## config.mk

```make
export PLATFORM = sky130hd
export DESIGN_NAME = csia_core
export DESIGN_NICKNAME = d
export VERILOG_FILES = /design/src/rtl/csia_pkg.sv /design/src/rtl/csia_stack.sv /design/src/rtl/csia_core.sv
export SDC_FILE = /design/constraint.sdc
export NUM_CORES = 1
export LEC_CHECK = 0
export ABC_AREA = 1
export BUFFER_PORTS_ARGS = -buffer_cell sky130_fd_sc_hd__buf_2
export CAP_MARGIN = 10
export CORE_MARGIN = 3
export CORE_UTILIZATION = 30
export DETAILED_ROUTE_END_ITERATION = 10
export PLACE_DENSITY = 0.56
export SYNTH_ARGS = -nofsm -noshare
export SYNTH_HDL_FRONTEND = slang
export SYNTH_SLANG_ARGS = --single-unit
```

## constraint.sdc

```tcl
create_clock -name i_clk -period 3.99 [get_ports i_clk]
set_input_delay 0.1995 -clock i_clk [delete_from_list [all_inputs] [get_ports i_clk]]
set_output_delay 0.1995 -clock i_clk [all_outputs]
set_load 0.02 [all_outputs]
```

## src/rtl/csia_pkg.sv

```systemverilog
// Constants, register map and types for the core stack and pointer block.
// Assumes one 250 MHz clock, active-low async reset and an Avalon-MM master.
package csia_pkg;
   // ----------------------------------------------------------------
   // Sizes
   // ----------------------------------------------------------------
   localparam int STK_DEPTH = 16;
   localparam int STK_IDX_W = 4;
   localparam int PC_W = 15;
   localparam int PTR_W = 16;
   localparam int DATA_W = 8;
   localparam int DADDR_W = 13;
   localparam int BSR_W = 6;
   localparam int OPC_W = 6;
   localparam logic [OPC_W-1:0] NUM_INSTR = 6'h30;
   // ----------------------------------------------------------------
   // Pointer space
   // ----------------------------------------------------------------
   localparam int PROG_PTR_BIT = 15;
   localparam logic [3:0] LIN_REGION = 4'h2;
   localparam logic [11:0] LIN_BANK_BYTES = 12'h050;
   localparam logic [6:0] GPR_START = 7'h20;
   // ----------------------------------------------------------------
   // Register byte offsets
   // ----------------------------------------------------------------
   localparam logic [7:0] ADR_CTRL = 8'h00;
   localparam logic [7:0] ADR_POWER_CONTROL_STATUS_REG = 8'h04;
   localparam logic [7:0] ADR_IRQ_STAT = 8'h08;
   localparam logic [7:0] ADR_IRQ_MASK = 8'h0C;
   localparam logic [7:0] ADR_PTR0 = 8'h10;
   localparam logic [7:0] ADR_PTR1 = 8'h14;
   localparam logic [7:0] ADR_DEPTH = 8'h18;
   localparam logic [7:0] ADR_WREG = 8'h1C;
   // ----------------------------------------------------------------
   // Fields and reset values
   // ----------------------------------------------------------------
   localparam int CTRL_FRST_BIT = 0;
   localparam int POWER_CONTROL_STATUS_REG_OVF_BIT = 0;
   localparam int POWER_CONTROL_STATUS_REG_UNF_BIT = 1;
   localparam int EVT_W = 3;
   localparam int EVT_OVF_BIT = 0;
   localparam int EVT_UNF_BIT = 1;
   localparam int EVT_ILL_BIT = 2;
   localparam int STAT_C_BIT = 0;
   localparam int STAT_Z_BIT = 2;
   localparam logic [PTR_W-1:0] PTR_RST = 16'h0000;
   localparam logic [DATA_W-1:0] BYTE_RST = 8'h00;
   localparam logic [BSR_W-1:0] BSR_RST = 6'h00;
   localparam logic [EVT_W-1:0] EVT_RST = 3'h0;
   // ----------------------------------------------------------------
   // Types
   // ----------------------------------------------------------------
   typedef enum logic [1:0] {
      AM_DIRECT = 2'h0,
      AM_IND0 = 2'h1,
      AM_IND1 = 2'h2,
      AM_REL = 2'h3
   } csia_amode_t;
   typedef enum logic [1:0] {
      ST_IDLE = 2'b01,
      ST_EXTRA = 2'b10
   } csia_state_t;
endpackage

```

## src/rtl/csia_stack.sv

```systemverilog
// Sixteen-entry return-address stack held in flip-flops.
// Assumes the caller never pushes and pops in one cycle; push then wins.
`timescale 1ns/100ps
`default_nettype none
module csia_stack
   import csia_pkg::*;
(
   input wire logic i_clk,
   input wire logic i_rst_b,
   input wire logic i_ce,
   input wire logic i_push,
   input wire logic i_pop,
   input wire logic [PC_W-1:0] i_push_pc,
   output logic [PC_W-1:0] o_top_pc,
   output logic [STK_IDX_W:0] o_depth,
   output logic o_ovf_evt,
   output logic o_unf_evt
);
   logic [PC_W-1:0] mem_r [STK_DEPTH];
   logic [STK_IDX_W:0] sp_r;
   logic [PC_W-1:0] top_r;
   logic full_w;
   logic empty_w;
   logic do_push_w;
   logic do_pop_w;
   logic [STK_IDX_W-1:0] top_idx_w;

   assign full_w = (sp_r == (STK_IDX_W+1)'(STK_DEPTH));
   assign empty_w = (sp_r == '0);
   assign do_push_w = i_ce & i_push & ~full_w;
   assign do_pop_w = i_ce & i_pop & ~i_push & ~empty_w;
   assign o_ovf_evt = i_ce & i_push & full_w;
   assign o_unf_evt = i_ce & i_pop & ~i_push & empty_w;
   assign top_idx_w = STK_IDX_W'(sp_r - 1'b1);
   assign o_top_pc = top_r;
   assign o_depth = sp_r;

   // ----------------------------------------------------------------
   // Entry storage
   // ----------------------------------------------------------------
   for (genvar gi = 0; gi < STK_DEPTH; gi++) begin : g_ent
      always_ff @(posedge i_clk or negedge i_rst_b) begin
         if (!i_rst_b) begin
            mem_r[gi] <= '0;
         end else if (do_push_w && sp_r[STK_IDX_W-1:0] == STK_IDX_W'(gi)) begin
            mem_r[gi] <= i_push_pc;
         end
      end
   end

   // ----------------------------------------------------------------
   // Pointer and popped value
   // ----------------------------------------------------------------
   always_ff @(posedge i_clk or negedge i_rst_b) begin
      if (!i_rst_b) begin
         sp_r <= '0;
         top_r <= '0;
      end else if (do_push_w) begin
         sp_r <= sp_r + 1'b1;
      end else if (do_pop_w) begin
         sp_r <= sp_r - 1'b1;
         top_r <= mem_r[top_idx_w];
      end else if (i_ce && i_pop) begin
         top_r <= '0;
      end
   end
endmodule
`default_nettype wire

```

## src/rtl/csia_core.sv

```systemverilog
// Core support: return stack, fault flags, pointers, shadow context,
// operand address generation and an 8-bit working-register unit.
// Assumes a same-clock core drives the request inputs and memories
// sit outside; software uses Avalon-MM with waitrequest.
`timescale 1ns/100ps
`default_nettype none
module csia_core
   import csia_pkg::*;
(
   input wire logic i_clk,
   input wire logic i_rst_b,
   input wire logic i_ce,
   input wire logic [7:0] i_avs_address,
   input wire logic i_avs_read,
   input wire logic i_avs_write,
   input wire logic [31:0] i_avs_writedata,
   input wire logic [3:0] i_avs_byteenable,
   output logic [31:0] o_avs_readdata,
   output logic o_avs_waitrequest,
   output logic o_irq,
   input wire logic i_call,
   input wire logic i_ret,
   input wire logic [PC_W-1:0] i_ret_pc,
   output logic [PC_W-1:0] o_ret_pc,
   output logic o_soft_rst,
   input wire logic i_int_entry,
   input wire logic i_int_return,
   input wire logic i_bsr_we,
   input wire logic [BSR_W-1:0] i_bsr_d,
   output logic [BSR_W-1:0] o_bsr,
   input wire logic i_op_valid,
   input wire logic [1:0] i_op_mode,
   input wire logic [6:0] i_op_f,
   input wire logic [8:0] i_op_rel,
   input wire logic [PC_W-1:0] i_pc,
   output logic o_op_ready,
   output logic o_op_done,
   output logic o_op_prog,
   output logic [PC_W-1:0] o_op_addr,
   input wire logic i_alu_valid,
   input wire logic [OPC_W-1:0] i_alu_opcode,
   input wire logic [DATA_W-1:0] i_alu_operand,
   output logic [DATA_W-1:0] o_alu_result,
   output logic [DATA_W-1:0] o_wreg,
   output logic [DATA_W-1:0] o_status
);
   // ----------------------------------------------------------------
   // Pointer decoding
   // ----------------------------------------------------------------
   function automatic logic [PTR_W-1:0] ptr_map(input logic [PTR_W-1:0] p);
      logic [11:0] off;
      logic [11:0] bank;
      logic [11:0] rem;
      off = p[11:0];
      bank = off / LIN_BANK_BYTES;
      rem = off % LIN_BANK_BYTES;
      if (p[PROG_PTR_BIT]) begin
         ptr_map = p;
      end else if (p[15:12] == LIN_REGION) begin
         ptr_map = {3'h0, bank[5:0], 7'(GPR_START + rem[6:0])};
      end else begin
         ptr_map = {3'h0, p[DADDR_W-1:0]};
      end
   endfunction

   logic ctrl_frst_r;
   logic [1:0] power_control_status_reg_r;
   logic [EVT_W-1:0] irq_stat_r;
   logic [EVT_W-1:0] irq_mask_r;
   logic [PTR_W-1:0] ptr0_r;
   logic [PTR_W-1:0] ptr1_r;
   logic [DATA_W-1:0] w_r;
   logic [DATA_W-1:0] stat_r;
   logic [BSR_W-1:0] bsr_r;
   logic [DATA_W-1:0] sh_w_r;
   logic [DATA_W-1:0] sh_stat_r;
   logic [BSR_W-1:0] sh_bsr_r;
   logic [PTR_W-1:0] sh_ptr0_r;
   logic [PTR_W-1:0] sh_ptr1_r;
   logic ack_r;
   logic [31:0] rdata_r;
   logic soft_rst_r;
   csia_state_t state_r;
   csia_state_t state_nxt;
   logic done_r;
   logic prog_r;
   logic [PC_W-1:0] addr_r;
   logic [DATA_W-1:0] alu_r;

   // ----------------------------------------------------------------
   // Return stack
   // ----------------------------------------------------------------
   logic ovf_w;
   logic unf_w;
   logic [STK_IDX_W:0] depth_w;

   csia_stack u_stack (
      .i_clk(i_clk),
      .i_rst_b(i_rst_b),
      .i_ce(i_ce),
      .i_push(i_call),
      .i_pop(i_ret),
      .i_push_pc(i_ret_pc),
      .o_top_pc(o_ret_pc),
      .o_depth(depth_w),
      .o_ovf_evt(ovf_w),
      .o_unf_evt(unf_w)
   );

   // ----------------------------------------------------------------
   // Bus decode
   // ----------------------------------------------------------------
   logic req_w;
   logic acc_w;
   logic wr_w;
   logic rd_w;
   logic [15:0] wmask_w;
   logic [31:0] rsel_w;
   logic ill_w;
   logic [EVT_W-1:0] evt_w;
   logic fault_w;
   logic hit_ptr0_w;
   logic hit_ptr1_w;

   assign req_w = i_avs_read | i_avs_write;
   assign o_avs_waitrequest = req_w & ~ack_r;
   assign acc_w = i_ce & req_w & ack_r;
   assign wr_w = acc_w & i_avs_write;
   assign rd_w = acc_w & i_avs_read;
   assign wmask_w = {{8{i_avs_byteenable[1]}}, {8{i_avs_byteenable[0]}}};
   assign hit_ptr0_w = wr_w & (i_avs_address == ADR_PTR0);
   assign hit_ptr1_w = wr_w & (i_avs_address == ADR_PTR1);
   assign rsel_w = (i_avs_address == ADR_CTRL) ? {31'h0, ctrl_frst_r} :
                   (i_avs_address == ADR_POWER_CONTROL_STATUS_REG) ? {30'h0, power_control_status_reg_r} :
                   (i_avs_address == ADR_IRQ_STAT) ? {29'h0, irq_stat_r} :
                   (i_avs_address == ADR_IRQ_MASK) ? {29'h0, irq_mask_r} :
                   (i_avs_address == ADR_PTR0) ? {16'h0, ptr0_r} :
                   (i_avs_address == ADR_PTR1) ? {16'h0, ptr1_r} :
                   (i_avs_address == ADR_DEPTH) ? {27'h0, depth_w} :
                   (i_avs_address == ADR_WREG) ? {24'h0, w_r} : 32'h0000_0000;
   assign o_avs_readdata = rdata_r;

   assign ill_w = i_ce & i_alu_valid & (i_alu_opcode >= NUM_INSTR);
   assign evt_w = {ill_w, unf_w, ovf_w};
   assign fault_w = ovf_w | unf_w;
   assign o_irq = |(irq_stat_r & irq_mask_r);

   always_ff @(posedge i_clk or negedge i_rst_b) begin
      if (!i_rst_b) begin
         ack_r <= 1'b0;
         rdata_r <= 32'h0000_0000;
      end else if (i_ce) begin
         ack_r <= req_w & ~ack_r;
         if (i_avs_read && !ack_r) begin
            rdata_r <= rsel_w;
         end
      end
   end

   // ----------------------------------------------------------------
   // Control, fault flags and interrupt status
   // ----------------------------------------------------------------
   logic [1:0] power_control_status_reg_clr_w;
   logic [EVT_W-1:0] irq_clr_w;

   assign power_control_status_reg_clr_w = (wr_w && i_avs_address == ADR_POWER_CONTROL_STATUS_REG && i_avs_byteenable[0]) ?
                       i_avs_writedata[1:0] : 2'h0;
   assign irq_clr_w = (rd_w && i_avs_address == ADR_IRQ_STAT) ? rdata_r[EVT_W-1:0] : EVT_RST;

   always_ff @(posedge i_clk or negedge i_rst_b) begin
      if (!i_rst_b) begin
         ctrl_frst_r <= 1'b0;
         power_control_status_reg_r <= 2'h0;
         irq_stat_r <= EVT_RST;
         irq_mask_r <= EVT_RST;
         soft_rst_r <= 1'b0;
      end else if (i_ce) begin
         if (wr_w && i_avs_address == ADR_CTRL && i_avs_byteenable[0]) begin
            ctrl_frst_r <= i_avs_writedata[CTRL_FRST_BIT];
         end
         if (wr_w && i_avs_address == ADR_IRQ_MASK && i_avs_byteenable[0]) begin
            irq_mask_r <= i_avs_writedata[EVT_W-1:0];
         end
         power_control_status_reg_r <= (power_control_status_reg_r & ~power_control_status_reg_clr_w) | {unf_w, ovf_w};
         irq_stat_r <= (irq_stat_r & ~irq_clr_w) | evt_w;
         soft_rst_r <= fault_w & ctrl_frst_r;
      end
   end
   assign o_soft_rst = soft_rst_r;

   // ----------------------------------------------------------------
   // Pointers, working register, bank and shadow context
   // ----------------------------------------------------------------
   logic [8:0] alu_w;
   logic alu_wr_w;

   always_comb begin
      alu_w = 9'h000;
      unique case (i_alu_opcode[2:0])
         3'h0: alu_w = {1'b0, i_alu_operand};
         3'h1: alu_w = {1'b0, w_r} + {1'b0, i_alu_operand};
         3'h2: alu_w = {1'b0, w_r} - {1'b0, i_alu_operand};
         3'h3: alu_w = {1'b0, w_r & i_alu_operand};
         3'h4: alu_w = {1'b0, w_r | i_alu_operand};
         3'h5: alu_w = {1'b0, w_r ^ i_alu_operand};
         3'h6: alu_w = {1'b0, i_alu_operand} + 9'h001;
         3'h7: alu_w = 9'h000;
      endcase
   end
   assign alu_wr_w = i_alu_valid & (i_alu_opcode < NUM_INSTR);

   always_ff @(posedge i_clk or negedge i_rst_b) begin
      if (!i_rst_b) begin
         sh_w_r <= BYTE_RST;
         sh_stat_r <= BYTE_RST;
         sh_bsr_r <= BSR_RST;
         sh_ptr0_r <= PTR_RST;
         sh_ptr1_r <= PTR_RST;
      end else if (i_ce && i_int_entry) begin
         sh_w_r <= w_r;
         sh_stat_r <= stat_r;
         sh_bsr_r <= bsr_r;
         sh_ptr0_r <= ptr0_r;
         sh_ptr1_r <= ptr1_r;
      end
   end

   always_ff @(posedge i_clk or negedge i_rst_b) begin
      if (!i_rst_b) begin
         ptr0_r <= PTR_RST;
         ptr1_r <= PTR_RST;
         w_r <= BYTE_RST;
         stat_r <= BYTE_RST;
         bsr_r <= BSR_RST;
         alu_r <= BYTE_RST;
      end else if (i_ce && i_int_return) begin
         ptr0_r <= sh_ptr0_r;
         ptr1_r <= sh_ptr1_r;
         w_r <= sh_w_r;
         stat_r <= sh_stat_r;
         bsr_r <= sh_bsr_r;
      end else if (i_ce) begin
         if (hit_ptr0_w) begin
            ptr0_r <= (ptr0_r & ~wmask_w) | (i_avs_writedata[15:0] & wmask_w);
         end
         if (hit_ptr1_w) begin
            ptr1_r <= (ptr1_r & ~wmask_w) | (i_avs_writedata[15:0] & wmask_w);
         end
         if (i_bsr_we) begin
            bsr_r <= i_bsr_d;
         end
         if (alu_wr_w) begin
            w_r <= alu_w[DATA_W-1:0];
            alu_r <= alu_w[DATA_W-1:0];
            stat_r[STAT_C_BIT] <= alu_w[DATA_W];
            stat_r[STAT_Z_BIT] <= (alu_w[DATA_W-1:0] == BYTE_RST);
         end
      end
   end
   assign o_wreg = w_r;
   assign o_status = stat_r;
   assign o_bsr = bsr_r;
   assign o_alu_result = alu_r;

   // ----------------------------------------------------------------
   // Operand address generation
   // ----------------------------------------------------------------
   logic [PTR_W-1:0] map0_w;
   logic [PTR_W-1:0] map1_w;
   logic [PTR_W-1:0] map_sel_w;
   logic ind_w;
   logic [PC_W-1:0] direct_w;
   logic [PC_W-1:0] rel_w;
   logic take_w;

   assign map0_w = ptr_map(ptr0_r);
   assign map1_w = ptr_map(ptr1_r);
   assign ind_w = (i_op_mode == AM_IND0) | (i_op_mode == AM_IND1);
   assign map_sel_w = (i_op_mode == AM_IND1) ? map1_w : map0_w;
   assign direct_w = {2'h0, bsr_r, i_op_f};
   assign rel_w = PC_W'(i_pc + 1'b1 + {{6{i_op_rel[8]}}, i_op_rel});
   assign o_op_ready = (state_r == ST_IDLE);
   assign take_w = i_ce & i_op_valid & o_op_ready;

   always_comb begin
      state_nxt = state_r;
      unique case (state_r)
         ST_IDLE: begin
            if (take_w && ind_w && map_sel_w[PROG_PTR_BIT]) begin
               state_nxt = ST_EXTRA;
            end
         end
         ST_EXTRA: state_nxt = ST_IDLE;
         default: state_nxt = ST_IDLE;
      endcase
   end

   always_ff @(posedge i_clk or negedge i_rst_b) begin
      if (!i_rst_b) begin
         state_r <= ST_IDLE;
         done_r <= 1'b0;
         prog_r <= 1'b0;
         addr_r <= '0;
      end else if (i_ce) begin
         state_r <= state_nxt;
         done_r <= (take_w && state_nxt == ST_IDLE) || (state_r == ST_EXTRA);
         if (take_w) begin
            unique case (i_op_mode)
               AM_DIRECT: begin
                  prog_r <= 1'b0;
                  addr_r <= direct_w;
               end
               AM_IND0, AM_IND1: begin
                  prog_r <= map_sel_w[PROG_PTR_BIT];
                  addr_r <= map_sel_w[PC_W-1:0];
               end
               AM_REL: begin
                  prog_r <= 1'b1;
                  addr_r <= rel_w;
               end
            endcase
         end
      end
   end
   assign o_op_done = done_r;
   assign o_op_prog = prog_r;
   assign o_op_addr = addr_r;
endmodule
`default_nettype wire

```

==> results.py <==
metrics = {
    "worst_setup_path": {
        "crit_fanout": 16,
        "r2r_slack_ns": 0.78,
        "required_ns": 4.46,
        "worst_path_max_delay_cell": "nand4_1",
        "path_class": "reg2reg",
        "crit_buf_inv": 2,
        "path_cells": "nor2_1 > nand3_1 > nand2_1 > inv_1 > nand4_1 > buf_12 > nand2_1 > o21ai_0",
        "cpMostUsedCell": "nand2_1",
        "crit_cells": 8,
        "startpoint_type": "register",
        "cpPeakStageDelay_ns": 0.85,
        "crit_arrival_ns": 3.68,
        "r2r_cells": 8,
        "crit_family": "simple AND/OR/NAND/NOR gates",
        "end_kind": "register",
    },
    "power_and_ir_drop": {
        "peakVddDrop_uv": 798,
        "power.density_mw_per_mm2": 700,
        "swShare_pct": 40.6,
        "power_w": 0.0182,
        "p_int_w": 0.0108,
        "clkPwrFrac_pct": 24.8,
        "pwr-share-seq_pct": 36.1,
        "power.net_switching_w": 0.00740,
        "comb_power_share_pct": 39.0,
        "power.leakage_nw": 12.4,
    },
    "synthesis": {
        "synth_common_cells": "nand2_1, o21ai_0, dfrtp_1, inv_1, a21oi_1",
        "synthTopCellsByArea": "dfrtp_1, nand2_1, o21ai_0",
        "avgSynthCellArea_um2": 7.88,
        "seq_area_frac_synth_pct": 47.9,
        "ys_ff_latch": 422,
        "synth_top_cell_by_area": "dfrtp_1",
        "async_reset_ff_share_pct": 100,
        "synth_cells": 2800,
        "synth.distinct_cells": 51,
        "synth.top_cell.area_share_pct": 47.8,
        "yosysMostFrequentCell": "nand2_1",
        "synth_area_mm2": 0.0221,
        "synth_edf_count": 0,
        "synthFlopType": "dfrtp_1",
        "yosys_warnings": 0,
    },
    "place": {
        "dp_slack_ns": 0.694,
        "portBuffers": 186,
        "gp_congestion": 0.860,
        "hpwlAfterDp_um": 45100,
    },
    "timing": {
        "tightest_slew_ns": 1.13,
        "min_period_over_period_pct": 80.4,
        "clock_skew_ns": 0.0408,
        "max_freq_mhz": 312,
        "setup_ws_ns": 0.780,
        "hold_viol_final": 0,
        "rsz0062_at_grt": "no",
        "totalNegativeSetupSlack_ns": 0,
        "slew_headroom_pct": 24.3,
        "period_needed_ns": 3.21,
        "finalSetupViolations": 0,
        "drv_slew": 0,
    },
    "clock_tree": {
        "cts.repair.resized": 0,
        "cts_setup_buffers": 0,
        "cts.reportedPaths.clkPinSlew_ns": 0.06,
        "cts_buffers": 49,
        "cts-root-buf": "clkbuf_16",
        "clk_latency_ns": 0.61,
        "cts_tree": "built",
        "clock_path_buffers": 3,
        "cts_sinks": 422,
        "cts.htree.levels": 2,
    },
    "floorplan": {
        "dieArea_mm2": 0.0768,
        "start_util_pct": 30.6,
        "core_area_mm2": 0.0721,
        "die_h_um": 277,
        "row_count": 98,
        "die_w_um": 277,
        "ios": 222,
    },
    "min_path": {
        "hold_class": "in2reg",
        "whs_path_depth": 5,
    },
    "finish": {
        "fill_cells": 7599,
        "final_core_util_pct": 36.2,
        "area_growth_pct": 18.2,
        "drive_above_1_share_pct": 12.5,
        "layout.nets": 3149,
        "multi_input_area_mm2": 0.00979,
        "regArea_mm2": 0.0106,
    },
    "routing": {
        "drc": 0,
        "dr.pass1.iters": 6,
        "ant_nets": 0,
        "wl_um": 69100,
        "vias_per_cell": 4.95,
        "wl_per_cell_um": 17.5,
        "vias": 19600,
        "drt-initial-drc-count": 1620,
    },
    "global_routing": {
        "antenna_found_initial": 6,
        "grt_pass1_vias": 18600,
        "grt-ovfl-total": 0,
        "grt_max_degree": 149,
        "grt_pass1_wl_um": 108000,
        "grt_usage_pct": 17.5,
    },
    "status": {
        "status": "complete, no violations",
    },
    "flow_run": {
        "cap_violations": 0,
    },
}
[worst reg2reg max path, delay by kind of cell, from the launching register on]
| family | cells | cell delay (ns) |
|---|---|---|
| and+or+nand+nor | 5 | 1.48 |
| buffers and inverters | 2 | 0.86 |
| DFF | 1 | 0.66 |
| AOI/OAI and AO/OA | 1 | 0.08 |
[layout by cell type, fill, tap and decap left out, types with 15 or more instances in the layout]
| cell | count |
|---|---|
| nor2_1 | 122 |
| conb_1 | 16 |
| a221oi_1 | 21 |
| inv_1 | 272 |
| nand3_1 | 78 |
| dfrtp_1 | 420 |
| a22oi_1 | 22 |
| clkbuf_16 | 49 |
| ha_1 | 54 |
| dlygate4sd3_1 | 46 |
| o211ai_1 | 20 |
| buf_4 | 37 |
| nand2_1 | 694 |
| o22ai_1 | 20 |
| o21ai_0 | 504 |
| o32ai_1 | 16 |
| buf_2 | 185 |
| nand4_1 | 15 |
| a21oi_1 | 205 |
| nand2_2 | 32 |
[per-layer routing]
layer	part of all wire, %	track usage, %
met3	5.6	2.92
met5	0.069	0
met4	2.7	5.37
met1	46	24.6
met2	45	27.6
[power by group through the flow]
stage | Sequential, W | Clock [W] | Combinational [W]
2_1_floorplan | 0.00659 | 0 | 0.00490
3_3_place_gp | 0.00662 | 0 | 0.00703
3_5_place_dp | 0.00663 | 0 | 0.00712
4_1_cts | 0.00658 | 0.00466 | 0.00718
5_1_grt | 0.00677 | 0.00485 | 0.00812
6_report | 0.00659 | 0.00453 | 0.00712
[through the flow]
step	cell area (µm²)	hold slack [ns]	cells
after floorplan	22100	-0.0961	2815
after global placement	24000	0.250	3821
after detailed placement	24000	0.249	3821
after CTS	26100	0.00630	3953
after global routing	26100	0.0451	3954
final	26100	0.0394	3954
[state kept, by name, indices dropped and copies added, names as in the netlist, 3 cells and up, named ones only]
register	flops
u_stack.mem_r	240
o_avs_readdata	16
sh_ptr0_r	16
sh_ptr1_r	16
o_op_addr	15
u_stack.o_top_pc	15
o_alu_result	8
o_status	8
o_wreg	8
sh_stat_r	8
sh_w_r	8
o_bsr	6
sh_bsr_r	6
u_stack.o_depth	5
irq_mask_r	3
irq_stat_r	3
[cell type report]
| class | instances | area share, % |
|---|---|---|
| multi-input combinational | 1931 | 37.6 |
| clock buffer | 71 | 5.40 |
| antenna | 1 | 0.00960 |
| tap | 950 | 4.56 |
| timing repair buffer | 277 | 7.05 |
| clock inverter | 15 | 0.768 |
| sequential | 422 | 40.5 |
| inverter | 287 | 4.14 |
[cell families (layout without fill, tap and decap cells)]
family / Yosys count / after routing / synth area share, %
AO/OA/AOI/OAI: 869 / 869 / 21.9
buffers and inverters: 462 / 650 / 8.23
adder cells (fa/ha/maj): 57 / 57 / 3.34
XOR/XNOR: 11 / 11 / 0.437
AND/OR/NAND/NOR: 978 / 978 / 18.2
flip-flops: 422 / 422 / 47.9
other: 1 / 17 / 0.0170
[what timing repair did]
item	in CTS	in global routing
endpoints found under the setup margin	0	0
hold buffers	46	0
hold endpoints to repair	138	0
[path summary, 6_finish.rpt]
check,startpoint,end
worst max register to register,u_stack.o_depth[2],u_stack.mem_r[42]
min in group asynchronous,i_rst_b,o_status[7]
worst min-delay path,i_avs_writedata[14],register
max in group asynchronous,i_rst_b,asynchronous set/reset pin
worst min register to register,o_op_addr[8],o_op_addr[8]
worst max-delay path,u_stack.o_depth[2],u_stack.mem_r[42]
(Power assumes the default switching activity.)
